===== src/design/bst_map.svh =====
`ifndef BST_MAP_SVH
`define BST_MAP_SVH
`define BST_OP_TWI    6'h03
`define BST_OP_BC     6'h10
`define BST_OP_SC     6'h11
`define BST_OP_XL     6'h13
`define BST_OP_X      6'h1F
`define BST_XL_RFMCI  10'h026
`define BST_XL_RFI    10'h032
`define BST_XL_RFCI   10'h033
`define BST_XL_ISYNC  10'h096
`define BST_XL_CRNOR  10'h021
`define BST_XL_CRANDC 10'h081
`define BST_XL_CRXOR  10'h0C1
`define BST_XL_CRNAND 10'h0E1
`define BST_XL_CRAND  10'h101
`define BST_XL_CREQV  10'h121
`define BST_XL_CRORC  10'h1A1
`define BST_XL_CROR   10'h1C1
`define BST_X_TW      10'h004
`define BST_X_LWARX   10'h014
`define BST_X_WRTEE   10'h083
`define BST_X_DCBTSTLS 10'h086
`define BST_X_STWCX   10'h096
`define BST_X_WRITE_IRQ_ENABLE_BIT_IMM  10'h0A3
`define BST_X_DCBTLS  10'h0A6
`define BST_X_ICBLC   10'h0E6
`define BST_X_TLBIE   10'h132
`define BST_X_MFSPR   10'h153
`define BST_X_DCBLC   10'h186
`define BST_X_MTSPR   10'h1D3
`define BST_X_ICBTLS  10'h1E6
`define BST_X_TLBSYNC 10'h236
`define BST_X_MFSR    10'h253
`define BST_X_MSYNC   10'h256
`define BST_X_MBAR    10'h356
`define BST_X_TLBSX   10'h392
`define BST_X_TLBRE   10'h3B2
`define BST_X_TLBWE   10'h3D2
`define BST_BO_LOOP   5'h10
`define BST_SPR_SUPV_BIT 4
`define BST_SPR_TBL_U 10'h10C
`define BST_SPR_TBU_U 10'h10D
`define BST_SPR_SH_U  10'h104
`define BST_REG_COND  8'h00
`define BST_REG_LOOP  8'h04
`define BST_REG_MSTATE 8'h08
`define BST_REG_STG0  8'h0C
`define BST_REG_STG1  8'h10
`define BST_REG_STG2  8'h14
`define BST_REG_STATUS 8'h18
`define BST_RST_WORD  32'h0000_0000
`define BST_RESP_OK   2'h0
`define BST_RESP_ERR  2'h2
`define BST_EE_BIT    15
`endif


===== src/design/bst_pkg.sv =====
package bst_pkg;
    typedef enum logic [2:0] {
        BST_EXC_NONE = 3'h0,
        BST_EXC_TRAP = 3'h1,
        BST_EXC_SYSCALL = 3'h2,
        BST_EXC_ILLEGAL = 3'h3,
        BST_EXC_PRIV = 3'h4
    } bst_exc_t;
    typedef enum logic [1:0] {
        BST_RET_STD = 2'h0,
        BST_RET_CRIT = 2'h1,
        BST_RET_MCHK = 2'h2
    } bst_ret_t;
    typedef enum logic [1:0] {
        BST_SYNC_INSTR = 2'h0,
        BST_SYNC_MEM = 2'h1,
        BST_SYNC_BAR = 2'h2,
        BST_SYNC_TLB = 2'h3
    } bst_sync_t;
    typedef enum logic [2:0] {
        BST_CACHE_ICLR = 3'h0,
        BST_CACHE_DCLR = 3'h1,
        BST_CACHE_ILOCK = 3'h2,
        BST_CACHE_DLOCK = 3'h3,
        BST_CACHE_DSTLOCK = 3'h4
    } bst_cache_t;
    typedef enum logic [1:0] {
        BST_TLB_WRITE = 2'h0,
        BST_TLB_READ = 2'h1,
        BST_TLB_SEARCH = 2'h2,
        BST_TLB_INVAL = 2'h3
    } bst_tlb_t;
    typedef enum logic [1:0] {
        BST_ST_IDLE = 2'b01,
        BST_ST_WAIT = 2'b10
    } bst_state_t;
endpackage : bst_pkg

===== src/design/bst_decode.sv =====
`timescale 1ns/1ps
`include "bst_map.svh"
module bst_decode
    import bst_pkg::*;
(
    // Clock and reset
    input  wire logic        aclk,
    input  wire logic        aresetn,
    // Instruction issue
    input  wire logic        instr_valid,
    output logic             instr_ready,
    input  wire logic [31:0] instr,
    input  wire logic [31:0] instr_pc,
    input  wire logic [31:0] op_a,
    input  wire logic [31:0] op_b,
    input  wire logic        user_mode,
    // Completion and flow
    output logic             done,
    output logic             redirect,
    output logic [31:0]      redirect_target,
    output logic             exc_valid,
    output bst_exc_t         exc_cause,
    output logic             ret_valid,
    output bst_ret_t         ret_kind,
    output logic             external_interrupt_enable,
    // Memory ordering and atomics
    output logic             sync_valid,
    output bst_sync_t        sync_kind,
    output logic             resv_load,
    output logic             cond_store,
    output logic [31:0]      mem_addr,
    // Cache lock operations
    output logic             cache_valid,
    output bst_cache_t       cache_kind,
    // Special register moves
    output logic             spr_rd,
    output logic             spr_wr,
    output logic [9:0]       spr_num,
    output logic [31:0]      spr_wdata,
    // Translation buffer
    output logic             tlb_req,
    output bst_tlb_t         tlb_kind,
    output logic [31:0]      tlb_va,
    output logic [31:0]      tlb_wr0,
    output logic [31:0]      tlb_wr1,
    output logic [31:0]      tlb_wr2,
    input  wire logic        tlb_resp_valid,
    input  wire logic [31:0] tlb_rd0,
    input  wire logic [31:0] tlb_rd1,
    input  wire logic [31:0] tlb_rd2,
    // AXI4-Lite write
    input  wire logic [7:0]  s_axi_awaddr,
    input  wire logic        s_axi_awvalid,
    output logic             s_axi_awready,
    input  wire logic [31:0] s_axi_wdata,
    input  wire logic [3:0]  s_axi_wstrb,
    input  wire logic        s_axi_wvalid,
    output logic             s_axi_wready,
    output logic [1:0]       s_axi_bresp,
    output logic             s_axi_bvalid,
    input  wire logic        s_axi_bready,
    // AXI4-Lite read
    input  wire logic [7:0]  s_axi_araddr,
    input  wire logic        s_axi_arvalid,
    output logic             s_axi_arready,
    output logic [31:0]      s_axi_rdata,
    output logic [1:0]       s_axi_rresp,
    output logic             s_axi_rvalid,
    input  wire logic        s_axi_rready
);
    function automatic logic cr_bit(input logic [31:0] cr, input logic [4:0] idx);
        cr_bit = cr[5'h1F - idx];
    endfunction : cr_bit

    function automatic logic [31:0] merge(input logic [31:0] old, input logic [31:0] nw, input logic [3:0] be);
        merge = {be[3] ? nw[31:24] : old[31:24], be[2] ? nw[23:16] : old[23:16],
                 be[1] ? nw[15:8] : old[15:8], be[0] ? nw[7:0] : old[7:0]};
    endfunction : merge

    // Signed and unsigned compares tested by trap option bits, msb first
    function automatic logic trap_hit(input logic [4:0] to, input logic [31:0] a, input logic [31:0] b);
        trap_hit = (to[4] & ($signed(a) < $signed(b))) | (to[3] & ($signed(a) > $signed(b)))
                 | (to[2] & (a == b)) | (to[1] & (a < b)) | (to[0] & (a > b));
    endfunction : trap_hit

    bst_state_t  state_q, state_d;
    logic [31:0] condition_reg_q, loop_count_reg_q, stg0_q, stg1_q, stg2_q;
    logic        ee_q;
    bst_exc_t    last_exc_q;

    // Field extraction
    wire [5:0]  opc    = instr[31:26];
    wire [9:0]  xo     = instr[10:1];
    wire [4:0]  bo     = instr[25:21];
    wire [4:0]  bi     = instr[20:16];
    wire [4:0]  bb     = instr[15:11];
    wire [9:0]  sprf   = {instr[15:11], instr[20:16]};
    wire [31:0] simm   = {{16{instr[15]}}, instr[15:0]};
    wire [31:0] bdisp  = {{16{instr[15]}}, instr[15:2], 2'b00};
    wire [31:0] ea     = op_a + op_b;
    wire        accept = instr_valid & instr_ready;
    wire        is_xl  = opc == `BST_OP_XL;
    wire        is_x   = opc == `BST_OP_X;

    // Instruction classes
    wire d_bc     = opc == `BST_OP_BC;
    wire d_sc     = opc == `BST_OP_SC;
    wire d_twi    = opc == `BST_OP_TWI;
    wire d_tw     = is_x & (xo == `BST_X_TW);
    wire d_rfi    = is_xl & (xo == `BST_XL_RFI);
    wire d_rfci   = is_xl & (xo == `BST_XL_RFCI);
    wire d_rfmci  = is_xl & (xo == `BST_XL_RFMCI);
    wire d_isync  = is_xl & (xo == `BST_XL_ISYNC);
    wire d_crand  = is_xl & (xo == `BST_XL_CRAND);
    wire d_cror   = is_xl & (xo == `BST_XL_CROR);
    wire d_crxor  = is_xl & (xo == `BST_XL_CRXOR);
    wire d_crnand = is_xl & (xo == `BST_XL_CRNAND);
    wire d_crnor  = is_xl & (xo == `BST_XL_CRNOR);
    wire d_creqv  = is_xl & (xo == `BST_XL_CREQV);
    wire d_crandc = is_xl & (xo == `BST_XL_CRANDC);
    wire d_crorc  = is_xl & (xo == `BST_XL_CRORC);
    wire d_crlog  = d_crand | d_cror | d_crxor | d_crnand | d_crnor | d_creqv | d_crandc | d_crorc;
    wire d_lwarx  = is_x & (xo == `BST_X_LWARX);
    wire d_stwcx  = is_x & (xo == `BST_X_STWCX) & instr[0];
    wire d_msync  = is_x & (xo == `BST_X_MSYNC);
    wire d_mbar   = is_x & (xo == `BST_X_MBAR);
    wire d_wrtee  = is_x & (xo == `BST_X_WRTEE);
    wire d_write_irq_enable_bit_imm = is_x & (xo == `BST_X_WRITE_IRQ_ENABLE_BIT_IMM);
    wire d_mfspr  = is_x & (xo == `BST_X_MFSPR);
    wire d_mtspr  = is_x & (xo == `BST_X_MTSPR);
    wire d_icblc  = is_x & (xo == `BST_X_ICBLC);
    wire d_dcblc  = is_x & (xo == `BST_X_DCBLC);
    wire d_icbtls = is_x & (xo == `BST_X_ICBTLS);
    wire d_dcbtls = is_x & (xo == `BST_X_DCBTLS);
    wire d_dcbtst = is_x & (xo == `BST_X_DCBTSTLS);
    wire d_tlbwe  = is_x & (xo == `BST_X_TLBWE);
    wire d_tlbre  = is_x & (xo == `BST_X_TLBRE);
    wire d_tlbsx  = is_x & (xo == `BST_X_TLBSX);
    wire d_tlbie  = is_x & (xo == `BST_X_TLBIE);
    wire d_tlbsyn = is_x & (xo == `BST_X_TLBSYNC);
    wire d_cache  = d_icblc | d_dcblc | d_icbtls | d_dcbtls | d_dcbtst;
    wire d_tlb    = d_tlbwe | d_tlbre | d_tlbsx | d_tlbie;

    // Segment and direct translation-load opcodes fall through to illegal
    wire d_known = d_bc | d_sc | d_twi | d_tw | d_rfi | d_rfci | d_rfmci | d_isync | d_crlog
                 | d_lwarx | d_stwcx | d_msync | d_mbar | d_wrtee | d_write_irq_enable_bit_imm | d_mfspr | d_mtspr
                 | d_cache | d_tlb | d_tlbsyn;

    // Special register number space: bit 4 marks supervisor numbers
    wire spr_supv = sprf[`BST_SPR_SUPV_BIT];
    wire spr_ro_u = (sprf == `BST_SPR_TBL_U) | (sprf == `BST_SPR_TBU_U) | (sprf[9:2] == `BST_SPR_SH_U >> 2);
    wire spr_bad  = d_mtspr & spr_ro_u;
    wire d_priv   = d_rfi | d_rfci | d_rfmci | d_wrtee | d_write_irq_enable_bit_imm | d_cache | d_tlb | d_tlbsyn
                  | ((d_mfspr | d_mtspr) & spr_supv);

    // Branch evaluation
    wire [31:0] ctr_dec = loop_count_reg_q - 32'h1;
    wire        bc_dec  = d_bc & ~bo[2];
    wire        ctr_ok  = bo[2] | ((ctr_dec != 32'h0) ^ bo[1]);
    wire        cond_ok = bo[4] | (cr_bit(condition_reg_q, bi) == bo[3]);
    wire        bc_take = ctr_ok & cond_ok;
    wire [31:0] bc_tgt  = instr[1] ? bdisp : instr_pc + bdisp;

    // Condition-register logic
    wire ca = cr_bit(condition_reg_q, bi);
    wire cb = cr_bit(condition_reg_q, bb);
    wire cr_res = d_crand ? (ca & cb) : d_cror ? (ca | cb) : d_crxor ? (ca ^ cb)
                : d_crnand ? ~(ca & cb) : d_crnor ? ~(ca | cb) : d_creqv ? ~(ca ^ cb)
                : d_crandc ? (ca & ~cb) : (ca | ~cb);

    wire trap_t = (d_tw & trap_hit(bo, op_a, op_b)) | (d_twi & trap_hit(bo, op_a, simm));

    wire fault_ill  = ~d_known | spr_bad;
    wire fault_priv = d_known & ~spr_bad & d_priv & user_mode;
    wire ok         = ~fault_ill & ~fault_priv;
    wire exc_now    = fault_ill | fault_priv | trap_t | d_sc;
    wire bst_exc_t  exc_sel = fault_ill ? BST_EXC_ILLEGAL : fault_priv ? BST_EXC_PRIV
                            : d_sc ? BST_EXC_SYSCALL : BST_EXC_TRAP;
    wire        tlb_wait = ok & (d_tlbre | d_tlbsx);

    // AXI4-Lite slave
    logic        aw_have_q, w_have_q, bvalid_q, rvalid_q;
    logic [7:0]  awaddr_q;
    logic [31:0] wdata_q, rdata_q;
    logic [3:0]  wstrb_q;
    logic [1:0]  bresp_q, rresp_q;
    wire wr_go  = aw_have_q & w_have_q & ~bvalid_q;
    wire wr_map = awaddr_q <= `BST_REG_STATUS;
    wire rd_go  = s_axi_arvalid & ~rvalid_q;
    wire rd_map = s_axi_araddr <= `BST_REG_STATUS;
    wire we_cr  = wr_go & (awaddr_q == `BST_REG_COND);
    wire we_ctr = wr_go & (awaddr_q == `BST_REG_LOOP);
    wire we_ms  = wr_go & (awaddr_q == `BST_REG_MSTATE);
    wire we_s0  = wr_go & (awaddr_q == `BST_REG_STG0);
    wire we_s1  = wr_go & (awaddr_q == `BST_REG_STG1);
    wire we_s2  = wr_go & (awaddr_q == `BST_REG_STG2);
    wire [31:0] status_w = {27'h0, state_q == BST_ST_WAIT, 1'b0, last_exc_q};
    wire [31:0] rd_mux = (s_axi_araddr == `BST_REG_COND) ? condition_reg_q
                       : (s_axi_araddr == `BST_REG_LOOP) ? loop_count_reg_q
                       : (s_axi_araddr == `BST_REG_MSTATE) ? {16'h0, ee_q, 15'h0}
                       : (s_axi_araddr == `BST_REG_STG0) ? stg0_q
                       : (s_axi_araddr == `BST_REG_STG1) ? stg1_q
                       : (s_axi_araddr == `BST_REG_STG2) ? stg2_q
                       : (s_axi_araddr == `BST_REG_STATUS) ? status_w : `BST_RST_WORD;

    assign s_axi_awready = ~aw_have_q;
    assign s_axi_wready  = ~w_have_q;
    assign s_axi_bvalid  = bvalid_q;
    assign s_axi_bresp   = bresp_q;
    assign s_axi_arready = ~rvalid_q;
    assign s_axi_rvalid  = rvalid_q;
    assign s_axi_rdata   = rdata_q;
    assign s_axi_rresp   = rresp_q;

    always_ff @(posedge aclk) begin
        if (!aresetn) begin
            aw_have_q <= 1'b0;
            w_have_q  <= 1'b0;
            bvalid_q  <= 1'b0;
            awaddr_q  <= 8'h00;
            wdata_q   <= `BST_RST_WORD;
            wstrb_q   <= 4'h0;
            bresp_q   <= `BST_RESP_OK;
        end else begin
            if (s_axi_awvalid & ~aw_have_q) begin
                aw_have_q <= 1'b1;
                awaddr_q  <= {s_axi_awaddr[7:2], 2'b00};
            end
            if (s_axi_wvalid & ~w_have_q) begin
                w_have_q <= 1'b1;
                wdata_q  <= s_axi_wdata;
                wstrb_q  <= s_axi_wstrb;
            end
            if (wr_go) begin
                bvalid_q  <= 1'b1;
                bresp_q   <= wr_map ? `BST_RESP_OK : `BST_RESP_ERR;
                aw_have_q <= 1'b0;
                w_have_q  <= 1'b0;
            end else if (bvalid_q & s_axi_bready) begin
                bvalid_q <= 1'b0;
            end
        end
    end

    always_ff @(posedge aclk) begin
        if (!aresetn) begin
            rvalid_q <= 1'b0;
            rdata_q  <= `BST_RST_WORD;
            rresp_q  <= `BST_RESP_OK;
        end else if (rd_go) begin
            rvalid_q <= 1'b1;
            rdata_q  <= rd_mux;
            rresp_q  <= rd_map ? `BST_RESP_OK : `BST_RESP_ERR;
        end else if (rvalid_q & s_axi_rready) begin
            rvalid_q <= 1'b0;
        end
    end

    // Translation reads hold issue until the entry returns
    assign instr_ready = state_q == BST_ST_IDLE;
    always_comb begin
        case (state_q)
            BST_ST_IDLE: state_d = (accept & tlb_wait) ? BST_ST_WAIT : BST_ST_IDLE;
            BST_ST_WAIT: state_d = tlb_resp_valid ? BST_ST_IDLE : BST_ST_WAIT;
            default:     state_d = BST_ST_IDLE;
        endcase
    end

    // Instruction updates win over a same-cycle bus write
    always_ff @(posedge aclk) begin
        if (!aresetn) begin
            state_q          <= BST_ST_IDLE;
            condition_reg_q  <= `BST_RST_WORD;
            loop_count_reg_q <= `BST_RST_WORD;
            ee_q             <= 1'b0;
            last_exc_q       <= BST_EXC_NONE;
        end else begin
            state_q <= state_d;
            if (accept & ok & d_crlog)
                condition_reg_q[5'h1F - instr[25:21]] <= cr_res;
            else if (we_cr)
                condition_reg_q <= merge(condition_reg_q, wdata_q, wstrb_q);
            if (accept & ok & bc_dec)
                loop_count_reg_q <= ctr_dec;
            else if (we_ctr)
                loop_count_reg_q <= merge(loop_count_reg_q, wdata_q, wstrb_q);
            // Only the enable bit moves; no pipeline drain is requested
            if (accept & ok & d_wrtee)
                ee_q <= op_a[`BST_EE_BIT];
            else if (accept & ok & d_write_irq_enable_bit_imm)
                ee_q <= instr[`BST_EE_BIT];
            else if (we_ms & wstrb_q[1])
                ee_q <= wdata_q[`BST_EE_BIT];
            if (accept & exc_now)
                last_exc_q <= exc_sel;
        end
    end

    // Staging registers
    always_ff @(posedge aclk) begin
        if (!aresetn) begin
            stg0_q <= `BST_RST_WORD;
            stg1_q <= `BST_RST_WORD;
            stg2_q <= `BST_RST_WORD;
        end else if (state_q == BST_ST_WAIT && tlb_resp_valid) begin
            stg0_q <= tlb_rd0;
            stg1_q <= tlb_rd1;
            stg2_q <= tlb_rd2;
        end else begin
            if (we_s0)
                stg0_q <= merge(stg0_q, wdata_q, wstrb_q);
            if (we_s1)
                stg1_q <= merge(stg1_q, wdata_q, wstrb_q);
            if (we_s2)
                stg2_q <= merge(stg2_q, wdata_q, wstrb_q);
        end
    end

    assign tlb_wr0 = stg0_q;
    assign tlb_wr1 = stg1_q;
    assign tlb_wr2 = stg2_q;
    assign external_interrupt_enable = ee_q;

    // One-cycle result pulses
    always_ff @(posedge aclk) begin
        if (!aresetn) begin
            done        <= 1'b0;
            redirect    <= 1'b0;
            exc_valid   <= 1'b0;
            ret_valid   <= 1'b0;
            sync_valid  <= 1'b0;
            resv_load   <= 1'b0;
            cond_store  <= 1'b0;
            cache_valid <= 1'b0;
            spr_rd      <= 1'b0;
            spr_wr      <= 1'b0;
            tlb_req     <= 1'b0;
        end else begin
            done        <= accept;
            redirect    <= accept & ok & d_bc & bc_take;
            exc_valid   <= accept & exc_now;
            ret_valid   <= accept & ok & (d_rfi | d_rfci | d_rfmci);
            sync_valid  <= accept & ok & (d_isync | d_msync | d_mbar | d_tlbsyn);
            resv_load   <= accept & ok & d_lwarx;
            cond_store  <= accept & ok & d_stwcx;
            cache_valid <= accept & ok & d_cache;
            spr_rd      <= accept & ok & d_mfspr;
            spr_wr      <= accept & ok & d_mtspr;
            tlb_req     <= accept & ok & d_tlb;
        end
    end

    always_ff @(posedge aclk) begin
        if (!aresetn) begin
            redirect_target <= `BST_RST_WORD;
            exc_cause       <= BST_EXC_NONE;
            ret_kind        <= BST_RET_STD;
            sync_kind       <= BST_SYNC_INSTR;
            cache_kind      <= BST_CACHE_ICLR;
            tlb_kind        <= BST_TLB_WRITE;
            mem_addr        <= `BST_RST_WORD;
            tlb_va          <= `BST_RST_WORD;
            spr_num         <= 10'h000;
            spr_wdata       <= `BST_RST_WORD;
        end else if (accept) begin
            redirect_target <= bc_tgt;
            exc_cause       <= exc_now ? exc_sel : BST_EXC_NONE;
            ret_kind        <= d_rfci ? BST_RET_CRIT : d_rfmci ? BST_RET_MCHK : BST_RET_STD;
            // Barrier uses the classic in-order I/O opcode
            sync_kind       <= d_isync ? BST_SYNC_INSTR : d_mbar ? BST_SYNC_BAR
                             : d_tlbsyn ? BST_SYNC_TLB : BST_SYNC_MEM;
            cache_kind      <= d_icblc ? BST_CACHE_ICLR : d_dcblc ? BST_CACHE_DCLR
                             : d_icbtls ? BST_CACHE_ILOCK : d_dcbtls ? BST_CACHE_DLOCK
                             : BST_CACHE_DSTLOCK;
            tlb_kind        <= d_tlbre ? BST_TLB_READ : d_tlbsx ? BST_TLB_SEARCH
                             : d_tlbie ? BST_TLB_INVAL : BST_TLB_WRITE;
            mem_addr        <= ea;
            tlb_va          <= ea;
            spr_num         <= sprf;
            spr_wdata       <= op_a;
        end
    end
endmodule : bst_decode


===== config.mk =====
export PLATFORM = sky130hd
export DESIGN_NAME = bst_decode
export DESIGN_NICKNAME = d
export VERILOG_FILES = /design/src/design/bst_pkg.sv /design/src/design/bst_decode.sv
export VERILOG_INCLUDE_DIRS = /design/src /design/src/design
export SDC_FILE = /design/constraint.sdc
export NUM_CORES = 1
export LEC_CHECK = 0
export BUFFER_PORTS_ARGS = -buffer_cell sky130_fd_sc_hd__buf_2
export CORE_AREA = 2 2 229 231
export DETAILED_ROUTE_END_ITERATION = 7
export DIE_AREA = 0 0 231 233
export GPL_TIMING_DRIVEN = 0
export PLACE_DENSITY = 0.7
export SLEW_MARGIN = 30
export SYNTH_ARGS = -nofsm -noshare
export SYNTH_HDL_FRONTEND = slang
export SYNTH_SLANG_ARGS = --single-unit

===== constraint.sdc =====
create_clock -name aclk -period 3.65 [get_ports aclk]
set_input_delay 0.5475 -clock aclk [delete_from_list [all_inputs] [get_ports aclk]]
set_output_delay 0.5475 -clock aclk [all_outputs]
set_load 0.02 [all_outputs]

==> run summary <==
status: finished, violations left
failing checks: DRC
vias after detailed routing: 25400
Die H: 233 um
met3 WL: 11100 um
DP Area: 25900 um2
I/O pin total: 586
Starting Density: 0.433
max-cap violations: 0
Cell Area, Synth: 22100 um2
leak pwr: 12.0 nW
Final nets: 3852
number of enable flip-flop cells after synthesis: 0
sequential area share after synthesis: 0.340
Final ANT Viol Nets: 0
Max stage delay cell, worst path: clkbuf_1
Largest delay share family, worst path: buffers and inverters
Synth async-reset ratio: 0
pre-CTS setup slack: -1.16 ns
Root Buffer: clkbuf_16
Die X: 231 um
CTS tree: yes
Worst Hold Slack: 0.104 ns
final hold vios: 0
actual slew at the worst max-slew pin: 1.08 ns
Core Rows: 83
share of cells above drive strength 1: 0.228
critical path class: flip-flop to flip-flop
largest net degree at the start of global routing: 24
Buf/Inv on CP: 4
total power: 11.3 mW
vias in the first global route: 23500
gr usage total: 0.380
initial antenna violation count: 6
hold crit path type: input port to flip-flop
worst skew pair latency: 0.62 ns
core box area: 51100 um2
CP peak stage delay: 0.65 ns
worst-path cell chain: inv_1, ha_1, and2_1, buf_1, clkbuf_1, clkbuf_1, a21oi_1, a211oi_1
Max rail drop VDD: 0.000381 V
DIE AREA: 53800 um2
metal2 WL: 48200 um
port bufs: 576
syn avg cell area: 7.90 um2
PD cells: 406 nW/um2
Setup TNS: 0 ns
final slew viol count: 0
drt total wl: 107000 um
final core utilization: 0.543
first-pass GRT wire length: 152000 um
CP max FO: 10
clock buffer depth: 3
drt first-iter violations: 2864
DP HPWL: 84300 um
Worst-path clk slew: 0.06 ns
total gr overflow: 0
Top Layer Used: met5
DRT Pass-1 Iters: 8
TritonCTS Sinks: 375
max_slew headroom: 0.273
CP most frequent cell: clkbuf_1
fmax: 0.278 GHz
CP Data Arrival Time: 4.10 ns
CP Launch Type: flip-flop
vias per inst: 6.12
Post-synth top flop: dfxtp_1
# DRC: 4
detailed-route wire length per cell: 25.7 um
placed insts: 4054
routability cong.: 1.04
total CTS buffers: 44
final setup fails: 0
# hold bufs at CTS: 0
setup ws final: 0.0563 ns
final period utilization: 0.985
Distinct cells, synth: 82
CTS H-tree lvls: 2
M1 WL: 39400 um
Required @ worst endpoint: 4.15 ns
Yosys warning total: 0
Fin Clk Skew: 0.0291 ns
FF+latch count, synth: 375
Mapped Cells: 2797
element type at the critical path end: flip-flop
fin area: 27700 um2
Post-Layout Cell Count: 4151
Min Clock Period, post-route: 3.59 ns
layout overhead on the synthesized area: 25.4%
synthesized netlist by cell type (all sizes together), types with 5 or more instances:
master / n / area share
o311a: 7 / 0.0032
dfxtp: 375 / 0.34
a221o: 6 / 0.0027
mux4: 20 / 0.020
o31ai: 9 / 0.0031
a31oi: 24 / 0.0068
o21bai: 12 / 0.0041
mux2i: 13 / 0.0059
o41ai: 6 / 0.0027
nand3: 56 / 0.013
a311oi: 10 / 0.0040
nand2b: 29 / 0.0082
clkbuf: 157 / 0.027
o21a: 7 / 0.0024
and2: 9 / 0.0025
nand2: 301 / 0.051
and3: 24 / 0.0068
nor3b: 12 / 0.0041
o211ai: 36 / 0.012
a21o: 38 / 0.013
and4: 9 / 0.0037
ha: 132 / 0.075
nor2: 291 / 0.050
a21oi: 346 / 0.078
nand3b: 10 / 0.0034
o221ai: 9 / 0.0036
nor3: 67 / 0.016
nand4: 27 / 0.0076
xnor2: 38 / 0.015
a22oi: 14 / 0.0048
nor4: 27 / 0.0076
a221oi: 37 / 0.015
a211o: 6 / 0.0024
or3: 20 / 0.0057
a211oi: 132 / 0.045
inv: 101 / 0.017
buf: 56 / 0.016
a222oi: 34 / 0.015
o21ai: 135 / 0.031
nor2b: 60 / 0.017
o221a: 8 / 0.0041
a32oi: 5 / 0.0020
xor2: 18 / 0.0071
a2111oi: 5 / 0.0020
or2: 6 / 0.0017
cells in the final DEF (no fill, tap or decap), types with 37 or more instances in the layout:
cell type and count:
a211oi_1 132, a21o_1 38, a21oi_1 343, a221oi_1 37, buf_2 580, buf_4 50, clkbuf_1 158, clkbuf_16 44
dfxtp_1 375, ha_1 132, inv_1 99, nand2_1 298, nand3_1 55, nor2_1 288, nor2b_1 60, nor3_1 65
o21ai_0 133, xnor2_1 38
registers in the layout (all words and copies together), names as in the netlist, 3 cells and up:
name and count:
spr_num 10, redirect_target 32, last_exc_q 3, tlb_wr1 32, wstrb_q 4, spr_wdata 32
condition_reg_q 32, loop_count_reg_q 32, cache_kind 3, tlb_wr2 32, s_axi_rdata 32, tlb_va 32
awaddr_q 6, exc_cause 3, wdata_q 32, tlb_wr0 32
per-layer routing:
metal  global-route usage  up-vias
li1                     -    11500
met1                0.454    11900
met2                0.616     1626
met3               0.0762      371
met4                0.256        4
met5                    0        -
timing repair:
action                                  4_1_cts  5_1_grt
pin swaps                                     2        3
setup buffers                                10        5
endpoints found under the setup margin       54       95
gates resized for setup                      18       31
hold endpoints to repair                      0        0
layout make-up:
class | instances | area, um2
fill | 5093 | 23400
multi-input combinational | 2109 | 13500
sequential | 375 | 7510
timing repair buffer | 591 | 3010
clock buffer | 65 | 1250
buffer | 210 | 968
tap | 680 | 851
inverter | 101 | 387
clock inverter | 16 | 270
antenna | 4 | 10.0
final timing paths:
kind                                               from                        end  slack, ns  depth (start not counted)
worst max-delay path              state_q[0]$_SDFF_PN1_   tlb_wr0[13]$_SDFFE_PN0P_       0.06                          8
worst min-delay path                       s_axi_rready  s_axi_rvalid$_SDFFE_PN0P_       0.10                          2
worst max register to register    state_q[0]$_SDFF_PN1_   tlb_wr0[13]$_SDFFE_PN0P_       0.06                          8
worst min register to register  spr_num[4]$_SDFFE_PN0P_    spr_num[4]$_SDFFE_PN0P_       0.45                          2
report_power, final:
group / switching (mW) / total (mW) / leakage [nW] / internal [mW]
combinational: 1.37 / 2.15 / 8.17 / 0.780
sequential: 0.169 / 4.42 / 3.06 / 4.25
clock: 1.94 / 4.69 / 0.741 / 2.75
cells by family (layout without fill, tap and decap cells):
logic type                 Yosys count  in the layout  share of synthesized area
and+or+nand+nor                    962            962                      0.204
AOI/OAI and AO/OA                  919            919                      0.270
DFF                                375            375                      0.340
buffers and inverters              314            983                     0.0597
adders and majority gates          134            134                     0.0765
xor gates and xnor gates            56             56                     0.0222
muxes                               36             36                     0.0278
other                                1              6                   0.000170
No activity file was read; power rests on OpenSTA's default activity.
